[src/rtl/qbp_pkg.sv]
package qbp_pkg;
   // machine cycle is six states of two phases
   localparam int STATES_PER_CYCLE = 6;
   localparam int PHASES_PER_CYCLE = 12;
   localparam logic [3:0] PH_LAST = 4'hB;
   // state1_phase1 is phase index 0, state5 p1/p2 are 8/9
   localparam logic [3:0] PH_STATE1_PHASE1 = 4'h0;
   localparam logic [3:0] PH_STATE1_PHASE2 = 4'h1;
   localparam logic [3:0] PH_STATE5_PHASE1 = 4'h8;
   localparam logic [3:0] PH_STATE5_PHASE2 = 4'h9;
   localparam logic [3:0] PH_STATE6_PHASE2 = 4'hB;
   // phase counter reset and wrap value (one mclk per phase)
   localparam logic [3:0] OSC_DIV_RESET = 4'h0;
   // latches after reset hold all ones
   localparam logic [7:0] LATCH_RESET = 8'hFF;
   localparam int PORT_W = 8;
   localparam int NUM_PORTS = 4;
   // alternate function bit positions
   localparam int P1_TIMER2_COUNT = 0;
   localparam int P1_TIMER2_TRIG = 1;
   localparam int P3_SER_RX = 0;
   localparam int P3_SER_TX = 1;
   localparam int P3_EXT_INT0 = 2;
   localparam int P3_EXT_EXT_INTERRUPT1_INPUT = 3;
   localparam int P3_TIMER0_COUNT = 4;
   localparam int P3_TIMER1_COUNT = 5;
   localparam int P3_WR_STROBE = 6;
   localparam int P3_RD_STROBE = 7;

   // per-pin driver state
   typedef enum logic [2:0] {
      DRV_INPUT_LOW = 3'b000,
      DRV_STEADY_HIGH = 3'b001,
      DRV_FORCED_HIGH = 3'b010,
      DRV_OUTPUT_LOW = 3'b011,
      DRV_FLOAT = 3'b100
   } qbp_drv_e;

   // driver enables of one pin
   typedef struct packed {
      logic low_side_pulldown;
      logic boost_pullup;
      logic weak_pullup;
      logic keeper_pullup;
   } qbp_drv_s;

   // cpu port access request
   typedef struct packed {
      logic wr;        // byte write, taken at state6_phase2
      logic bit_wr;    // bit write (move, clear, set)
      logic rmw;       // read side of read-modify-write
      logic [1:0] port;
      logic [2:0] bit_sel;
      logic bit_val;
      logic [7:0] data;
   } qbp_req_s;

   // timing flags of the machine cycle
   typedef struct packed {
      logic state1_phase1;
      logic state1_phase2;
      logic state5_phase1;
      logic state5_phase2;
      logic state6_phase2;
   } qbp_tick_s;
endpackage

[src/rtl/qbp_phase_gen.sv]
module qbp_phase_gen
   import qbp_pkg::*;
(
   // clock and reset
   input wire logic i_mclk,
   input wire logic i_rst,
   // phase enables
   output qbp_tick_s o_tick,
   output logic [3:0] o_phase
);
   logic [3:0] phase_q;
   logic [3:0] phase_d;

   // next phase, wraps after state 6 phase 2
   always_comb begin
      if (phase_q == PH_LAST) begin
         phase_d = OSC_DIV_RESET;
      end else begin
         phase_d = phase_q + 4'h1;
      end
   end

   // phase counter register
   always_ff @(posedge i_mclk or posedge i_rst) begin
      if (i_rst) begin
         phase_q <= OSC_DIV_RESET;
      end else begin
         phase_q <= phase_d;
      end
   end

   // decode of the phases the ports care about
   always_comb begin
      o_tick.state1_phase1 = (phase_q == PH_STATE1_PHASE1);
      o_tick.state1_phase2 = (phase_q == PH_STATE1_PHASE2);
      o_tick.state5_phase1 = (phase_q == PH_STATE5_PHASE1);
      o_tick.state5_phase2 = (phase_q == PH_STATE5_PHASE2);
      o_tick.state6_phase2 = (phase_q == PH_STATE6_PHASE2);
   end

   assign o_phase = phase_q;
endmodule

[src/rtl/qbp_port_logic.sv]
module qbp_port_logic
   import qbp_pkg::*;
#(
   parameter int W = PORT_W
)
(
   // clock and reset
   input wire logic i_mclk,
   input wire logic i_rst,
   // cpu port access
   input qbp_req_s i_req,
   output logic [W-1:0] o_rd_data,
   // external bus control from the core
   input wire logic i_external_access_pin,
   input wire logic i_pc_above_rom,
   input wire logic i_ext_cycle,
   input wire logic i_addr16,
   input wire logic [W-1:0] i_bus_lo,
   input wire logic [W-1:0] i_bus_hi,
   input wire logic i_bus_lo_oe,
   // alternate outputs of ports 1 and 3
   input wire logic [W-1:0] i_alt_out_p1,
   input wire logic [W-1:0] i_alt_out_p3,
   // pins: sensed level and per-pin drivers, index port*W+bit
   input wire logic [NUM_PORTS*W-1:0] i_pin,
   output qbp_drv_s [NUM_PORTS*W-1:0] o_drv,
   // alternate inputs, sampled once per machine cycle, then the registered bus mode flag
   output logic [W-1:0] o_alt_in_p1,
   output logic [W-1:0] o_alt_in_p3,
   output logic [W-1:0] o_fall_p1,
   output logic [W-1:0] o_fall_p3,
   output logic o_bus_mode
);
   // one mclk is one phase, so a machine cycle is twelve
   // mclk periods; every slower event below is a one-cycle
   // tick of the phase counter, never a derived clock
   qbp_tick_s tick;
   logic [3:0] phase;

   // machine cycle phase enables
   qbp_phase_gen u_phase (
      .i_mclk(i_mclk),
      .i_rst(i_rst),
      .o_tick(tick),
      .o_phase(phase)
   );

   // pin synchroniser; also the digital trip point of the keeper
   // the sensed level is two mclk late; harmless, since outside
   // levels are held a whole machine cycle and the keeper only
   // adds current once the pin is already high
   logic [NUM_PORTS*W-1:0] pin_meta_q;
   logic [NUM_PORTS*W-1:0] pin_sync_q;

   always_ff @(posedge i_mclk or posedge i_rst) begin
      if (i_rst) begin
         pin_meta_q <= '0;
         pin_sync_q <= '0;
      end else begin
         pin_meta_q <= i_pin;
         pin_sync_q <= pin_meta_q;
      end
   end

   // latch is what the cpu wrote; buffer is the copy the
   // drivers use, so a write reaches the pin only at the
   // next state one, never mid-cycle
   // port latches and per-pin state
   logic [W-1:0] latch_q [NUM_PORTS];
   logic [W-1:0] latch_d [NUM_PORTS];
   logic [W-1:0] buf_q [NUM_PORTS];     // output buffer copy
   logic [W-1:0] buf_d [NUM_PORTS];
   logic [W-1:0] rise_q [NUM_PORTS];    // zero-to-one pending
   logic [W-1:0] rise_d [NUM_PORTS];
   logic [W-1:0] samp_q [NUM_PORTS];    // state-five sample
   logic [W-1:0] samp_d [NUM_PORTS];
   logic [W-1:0] prev_q [NUM_PORTS];    // previous cycle sample
   logic [W-1:0] prev_d [NUM_PORTS];
   logic bus_q;
   logic bus_d;

   // bit writes start from the latch, not the pins, so a pin
   // held low from outside is not copied back as a zero
   // merge a bit into a byte taken from the latch
   function automatic logic [W-1:0] put_bit(input logic [W-1:0] b,
         input logic [2:0] sel, input logic v);
      logic [W-1:0] r;
      r = b;
      r[sel] = v;
      return r;
   endfunction

   // bus mode when program comes from outside: access pin
   // low, counter past the internal rom, or a data access
   // to external memory in progress
   // bus select logic
   logic bus_sel;
   assign bus_sel = ~i_external_access_pin | i_pc_above_rom | i_ext_cycle;

   // order matters below: the cpu write comes first so that
   // the bus-mode override of port zero wins over it, and the
   // rise clear skips both state-one phases so that state one
   // keeps the capture; everything else holds its value by default
   // one write per machine cycle, taken only at state6_phase2
   // next state of latches, buffers and samples
   always_comb begin
      bus_d = bus_sel;
      for (int p = 0; p < NUM_PORTS; p++) begin
         latch_d[p] = latch_q[p];
         buf_d[p] = buf_q[p];
         rise_d[p] = rise_q[p];
         samp_d[p] = samp_q[p];
         prev_d[p] = prev_q[p];
         if (tick.state6_phase2 && i_req.port == 2'(p)) begin
            if (i_req.bit_wr) begin
               latch_d[p] = put_bit(latch_q[p], i_req.bit_sel,
                  i_req.bit_val);
            end else if (i_req.wr) begin
               latch_d[p] = i_req.data;
            end
         end
         // port zero latch is forced to ones in bus mode
         if (p == 0 && bus_q) begin
            latch_d[p] = LATCH_RESET;
         end
         // buffer captures at phase one only
         if (!phase[0]) begin
            buf_d[p] = latch_q[p];
            if (tick.state1_phase1) begin
               rise_d[p] = latch_q[p] & ~buf_q[p];
            end
         end
         // rise only survives the two state-one phases
         if (!tick.state1_phase2 && !tick.state1_phase1) begin
            // forced high ends after two periods
            rise_d[p] = '0;
         end
         if (tick.state5_phase2) begin
            prev_d[p] = samp_q[p];
            samp_d[p] = pin_sync_q[p*W +: W];
         end
      end
   end

   // reset leaves every quasi pin weak-high with the keeper
   // off until the synchroniser sees the pin high
   // latches reset to ones
   always_ff @(posedge i_mclk or posedge i_rst) begin
      if (i_rst) begin
         for (int p = 0; p < NUM_PORTS; p++) begin
            latch_q[p] <= LATCH_RESET;
            buf_q[p] <= LATCH_RESET;
            rise_q[p] <= '0;
            samp_q[p] <= LATCH_RESET;
            prev_q[p] <= LATCH_RESET;
         end
         bus_q <= 1'b0;
      end else begin
         for (int p = 0; p < NUM_PORTS; p++) begin
            latch_q[p] <= latch_d[p];
            buf_q[p] <= buf_d[p];
            rise_q[p] <= rise_d[p];
            samp_q[p] <= samp_d[p];
            prev_q[p] <= prev_d[p];
         end
         bus_q <= bus_d;
      end
   end

   // read is registered to keep the pin sample path short;
   // the cost is one mclk of latency, well inside the
   // machine cycle the cpu spends on the access
   // cpu read data, registered
   logic [W-1:0] rd_q;
   logic [W-1:0] rd_d;

   always_comb begin
      if (i_req.rmw || i_req.bit_wr) begin
         rd_d = latch_q[i_req.port];
      end else begin
         rd_d = samp_q[i_req.port];
      end
   end

   // read data register
   always_ff @(posedge i_mclk or posedge i_rst) begin
      if (i_rst) begin
         rd_q <= '0;
      end else begin
         rd_q <= rd_d;
      end
   end

   // read data lands one mclk after the request; the caller
   // holds the request through the state6_phase2 edge
   assign o_rd_data = rd_q;
   // bus select is registered so it never glitches the drivers
   assign o_bus_mode = bus_q;

   // enables are combinational from registers only: buffer,
   // rise and synchronised sense, plus the bus and alternate output inputs, which
   // come from logic on this same clock
   // port zero and port two take bus values only in bus mode;
   // the latches stay untouched apart from port zero's ones
   // driver enables, one generate per pin
   for (genvar p = 0; p < NUM_PORTS; p++) begin : g_port
      for (genvar b = 0; b < W; b++) begin : g_bit
         qbp_drv_s drv;
         logic lv;       // level the driver wants
         logic boost;
         logic sensed;
         assign sensed = pin_sync_q[p*W+b];
         always_comb begin
            lv = buf_q[p][b];
            boost = rise_q[p][b];
            if (p == 1) begin
               lv = buf_q[p][b] & i_alt_out_p1[b];
            end
            if (p == 3) begin
               lv = buf_q[p][b] & i_alt_out_p3[b];
            end
            if (p == 0 && bus_q) begin
               lv = i_bus_lo[b];
            end
            if (p == 2 && bus_q && i_addr16) begin
               lv = i_bus_hi[b];
            end
            drv = '0;
            if (p == 0) begin
               // no weak or keeper here: an outside pullup is
               // needed for a high level in port use
               // open drain except bus ones
               drv.low_side_pulldown = ~lv & (~bus_q | i_bus_lo_oe);
               drv.boost_pullup = lv & bus_q & i_bus_lo_oe;
            end else if (p == 2 && bus_q && i_addr16) begin
               // strong both ways so the high address byte
               // settles fast, at the cost of supply current
               // boost drives ones all cycle
               drv.low_side_pulldown = ~lv;
               drv.boost_pullup = lv;
            end else begin
               // four states from level, rise and sense
               drv.low_side_pulldown = ~lv;
               drv.weak_pullup = lv;
               drv.keeper_pullup = lv & sensed;
               // boost on top of weak in forced high
               drv.boost_pullup = lv & boost;
               // keeper is not forced in forced high: it waits for
               // the sensed level, so a pin held low from outside
               // never gets keeper current
            end
         end
         assign o_drv[p*W+b] = drv;
      end
   end

   // timer, interrupt and serial inputs share the state-five
   // sample; a latch at zero pulls the pin low, so the gate
   // only hides what the pulldown itself would show
   // alternate inputs, gated by latch one
   always_comb begin
      o_alt_in_p1 = samp_q[1] & latch_q[1];
      o_alt_in_p3 = samp_q[3] & latch_q[3];
      // falling edge seen across two state-five samples
      o_fall_p1 = prev_q[1] & ~samp_q[1] & latch_q[1];
      o_fall_p3 = prev_q[3] & ~samp_q[3] & latch_q[3];
   end
endmodule

[config.mk]
export PLATFORM = sky130hd
export DESIGN_NAME = qbp_port_logic
export DESIGN_NICKNAME = d
export VERILOG_FILES = /design/src/rtl/qbp_pkg.sv /design/src/rtl/qbp_phase_gen.sv /design/src/rtl/qbp_port_logic.sv
export SDC_FILE = /design/constraint.sdc
export NUM_CORES = 1
export LEC_CHECK = 0
export BUFFER_PORTS_ARGS = -buffer_cell sky130_fd_sc_hd__buf_2
export CAP_MARGIN = 20
export CORE_MARGIN = 2
export CORE_UTILIZATION = 40
export CTS_BUF_LIST = sky130_fd_sc_hd__clkbuf_8 sky130_fd_sc_hd__clkbuf_16
export CTS_CLUSTER_DIAMETER = 50
export DETAILED_ROUTE_END_ITERATION = 8
export HOLD_SLACK_MARGIN = 0.08
export PLACE_DENSITY = 0.66
export SKIP_CTS_REPAIR_TIMING = 1
export SLEW_MARGIN = 30
export SYNTH_ARGS = -nofsm -noshare
export SYNTH_HDL_FRONTEND = slang
export SYNTH_SLANG_ARGS = --single-unit
[constraint.sdc]
create_clock -name i_mclk -period 10.15 [get_ports i_mclk]
set_input_delay 2.03 -clock i_mclk [delete_from_list [all_inputs] [get_ports i_mclk]]
set_output_delay 2.03 -clock i_mclk [all_outputs]
set_load 0.03 [all_outputs]
=== Yosys cells after proc, flatten, opt, wreduce, memory -nomap -nowiden ===
Cells that the tools add are included.

* $add $sub $neg: 1
* Multiply operators: 0
* Div/mod/pow operators: 0
* Order comparisons: 3
* Eq/ne operators: 7
* Shift operators: 0
* Mux-type cells: 62
* Bitwise gates (word level): 140
* Reductions and logical operators: 21

{| class="wikitable"
|+ Operators by type and width
! kind !! count
|-
| 8-bit two-way mux || 21
|-
| 1-bit AND || 88
|-
| 8-bit AND || 9
|-
| 8-bit inverter || 5
|-
| 1-bit inverter || 34
|-
| 8-bit binary-select mux with 2-bit select || 2
|-
| 8-bit bitwise mux || 4
|-
| 1-bit two-way mux || 25
|-
| 2-bit two-way mux || 8
|-
| 2-bit AND reduction || 5
|-
| 4-bit == test, second input constant || 2
|-
| 1-bit logical AND || 7
|-
| 2-bit nonzero test || 3
|-
| 4-bit by 1-bit adder with 4-bit output, second input constant || 1
|-
| 2-bit == test, second input constant || 2
|-
| 4-bit by 1-bit == test with 1-bit output, second input constant || 1
|-
| 4-bit zero test || 1
|-
| 3-bit by 4-bit < comparator with 1-bit output, second input constant || 1
|-
| 4-bit two-way mux || 1
|-
| 1-bit demux with 3-bit select || 1
|-
| 3-bit by 1-bit greater-or-equal comparator with 1-bit output, second input constant || 1
|-
| 3-bit greater-or-equal comparator, second input constant || 1
|-
| 2-bit inverter with 3-bit output || 1
|-
| 1-bit OR || 3
|-
| other kinds (6) || 7
|}

* Flip-flop bits (word level): 213
* Bits in latches: 0
* Memory bits (writable): 0
* Memory bits (read-only): 0
* Bits of input ports: 88
* Output and inout bits: 169
* Word-level logic and storage cells: 256
* Memories: 0

=== Longest topological paths before layout ===
* Depth in word-level cells: 8
* Depth in mapped cells: 8
* Gate-level depth less buffers: 5

=== Cells and area by module ===
A second synthesis with hierarchy kept.

* Cell total of the unflattened synthesis: 750
* Area total of the unflattened synthesis: 9601.7 um^2

{| class="wikitable"
|+ Modules (own cells, without submodules)
! module !! times used !! cells an instance !! area an instance (um^2) !! sequential area each (um^2)
|-
| qbp_port_logic || 1 || 727 || 9365.2 || 5370.2
|-
| qbp_phase_gen || 1 || 23 || 236.5 || 100.1
|}

=== Worst setup path after synthesis ===
No wires, ideal clock.

* Path kind: input-to-output
* Start point: input i_addr16
* End point: output o_drv[66] in the netlist's numbering
* Arrival time: 3.308 ns
* Required time: 8.120 ns
* Setup slack: 4.812 ns
* Stages on the path: 5
* Buffers on the path: 2
* Path through: and2_1 clkbuf_1 buf_2 nor2_1 a22o_1

{| class="wikitable"
|+ RTL lines
! element !! RTL line !! RTL
|-
| from (decl) || qbp_port_logic.sv:17 || <nowiki>input wire logic i_addr16,</nowiki>
|-
| to (decl) || qbp_port_logic.sv:26 || <nowiki>output qbp_drv_s [NUM_PORTS*W-1:0] o_drv,</nowiki>
|}

==> run metrics <==
status=finished, final reports clean; Netlist Area Pre-Place=9770 sq um; I/O pins=257; most frequent cells in the layout=buf_2 (240), dfstp_2 (112), mux2_2 (103); pwr/cell area=174 nW/um^2; Die ar.=25700 sq um; initial antenna violation count=0; Die Y=160 um; Residual DRC=0; Cell Rows=57; Worst Hold End=pin_sync_q[8]; Syn. warnings=0; via count=6642; DR iter-0 viols=327; asr flop ratio synth=100%; DRT Wirelength=24000 um; Slowest cell on crit path=and2_1; Adder-Cell Fraction of Synth Area=0.384%; largest family of logic cells by synthesized area=multiplexers; clk slew on worst S/H paths=0.07 ns; worst-skew pair later-pin latency=0.52 ns; total gr overflow=0; ranking of synthesized cells by area=dfstp_2 (30%), dfrtp_1 (26%), mux2_2 (12%), and3_1 (3.1%), buf_4 (2.5%); total track usage=18.4%; peak supply drop=0.000108 V; normalized max-slew margin=48.7%; Detail Placement HPWL=16400 um; Critical Path Stages=5; Top FF cell, synth=dfstp_2; WL/cell=18.3 um; Fmax=191 MHz; CP cell instances=buf_2 > nand2_1 > and2_1 > a22o_1 > buf_2; top cell type's share of synthesized area=30.1%; Fin Setup TNS=0 ns; post-synthesis simple-gate area fraction=11.1%; Syn Inst Count=757; Final setup viols=0; Worst Path Max Fanout=9; Synth area leader=dfstp_2; Worst Tran Pin Value=0.766 ns; clk sinks=213; first-pass GRT wire length=37400 um; Arr. time, crit path=3.20 ns; clk buf depth=3; largest net degree at the start of global routing=136; WHS=0.344 ns; Slew Limit Fails=0; R2R Setup Slk=7.53 ns; Post-synth EDFFs=0; Max Clock Skew=0.0113 ns; Ant. Diodes=0; PortBufs=240; Worst Hold Class=reg -> reg; RSZ-0062 raised after global routing=false; Final Cell Area=11900 sq um; Max-Cap Viols=0; non-filler cells in the finished layout=1313; fraction of layout cells with a size suffix above 1=55.0%; WP data required=8.12 ns; min-delay src=pin_meta_q[8]; Pleak=0.00555 uW; Synth Area in Compound Gates=10.4%; placer congestion estimate=0.777; Placed Cells=1267; 1st-pass router iterations=4; CP bufs+invs=2; mux contribution to synthesized area=16.0%; final antenna-violating net count=0; Hold Path Cell Cnt=0; vias per cell=5.06; number of fill cells=2115; register area share after synthesis=56.0%; r2r endpoint=latch_q[22]; commonest non-fill, non-tap cell in the layout=buf_2; CTS tree=done; Top delay family on crit path=simple AND/OR/NAND/NOR gates; worst r2r src=u_phase.o_phase[0]; Final Cycle Share=51.5%; DP Area=11100 sq um; NumNets Final=1061; Initial Util=40.4%; CORE AREA=24200 sq um; synthesis-to-layout area growth=21.9%; CTS Buf Count=25; most used cell, CP=buf_2; Root Buffer=clkbuf_16; Crit Path Category=in -> out; vias in the first global route=6528; count of cell types in the netlist=48; Avg Inst Size Synth=12.9 sq um; Worst setup EP type=output pin; fin crit period=5.23 ns; Crit path largest cell delay=0.37 ns; Hold Vio Cnt, Final=0; startpoint types=input port; H-Tree Depth=1; Worst R2R Path Depth=4; Die X=160 um; XOR/XNOR Fraction of Synth Area=0%; number of synthesized register bits=213
-- flip-flops by register name, indices dropped and copies added (netlist names) --
register	count
pin_sync_q	32
u_phase.o_phase	4
g_port.g_bit.boost	24
buf_q	32
o_rd_data	8
latch_q	32
samp_q	32
o_bus_mode	1
prev_q	16
pin_meta_q	32
-- worst max-delay path by stage --
stage          startpoint                       end  slack, ns
3_5_place_dp     i_addr16                 o_drv[94]       4.92
6_report         i_addr16                 o_drv[94]       4.92
4_1_cts          i_addr16                 o_drv[94]       4.92
5_1_grt          i_addr16                 o_drv[70]       4.83
2_1_floorplan       i_rst  g_port[1].g_bit[0].boost       2.48
3_3_place_gp     i_addr16                 o_drv[86]       4.63
-- synthesized netlist by cell type, types with 12 or more instances --
master and instances:
dfstp_2 112, mux2_2 103, dfrtp_1 101, and3_1 49
inv_1 43, and2_1 35, buf_4 33, a32o_1 23
nor2_1 21, clkbuf_1 18, nand2_1 18, and3b_1 15
mux2i_1 14, buf_2 13, a2111oi_2 12, nor2b_1 12
-- final cells by class --
class	instances	area [sq um]	area share, %
Clock inverter	18	154	1.29
Clock buffer	28	667	5.60
Inverter	43	174	1.46
Tap cell	324	405	3.40
Multi-Input combinational cell	439	3770	31.7
Sequential cell	213	5470	46.0
Timing Repair Buffer	248	1260	10.6
-- worst register-to-register path, delay by kind of cell (launching register included) --
family | cells | cell delay (ns)
flops | 1 | 0.83
simple gates | 1 | 0.40
compound gates | 1 | 0.56
fa+ha+maj | 1 | 0.37
mux | 1 | 0.39
-- layer usage --
| metal | up-vias | track usage [%] | wire (um) |
|---|---|---|---|
| met3 | 31 | 2.71 | 1420 |
| li1 | 3113 | - | - |
| met1 | 3284 | 26.4 | 10900 |
| met4 | 0 | 3.93 | 389 |
| met2 | 214 | 30.0 | 11400 |
| met5 | - | 0 | 0 |
-- where the power goes --
part	internal (uW)	switching (uW)
Clock	525	356
Combinational	83.2	152
Sequential	919	36.7
-- cell families (layout without fill, tap and decap cells) --
| logic type | Yosys count | in the layout |
|---|---|---|
| adder cells (fa/ha/maj) | 3 | 3 |
| AND/OR/NAND/NOR | 178 | 178 |
| multiplexers | 132 | 132 |
| other | 1 | 16 |
| AO/OA/AOI/OAI | 110 | 110 |
| buffers and inverters | 120 | 337 |
| flip-flops | 213 | 213 |
-- per-stage QoR --
step,utilization [%],power (uW),setup slack (ns)
after floorplan,-,1130,2.48
after global placement,45.8,1200,4.63
after detailed placement,45.8,1210,4.92
after CTS,49.2,2100,4.92
after global routing,49.3,2160,4.83
final,49.3,2070,4.92
Note: power is estimated with default switching activity, not from simulation.
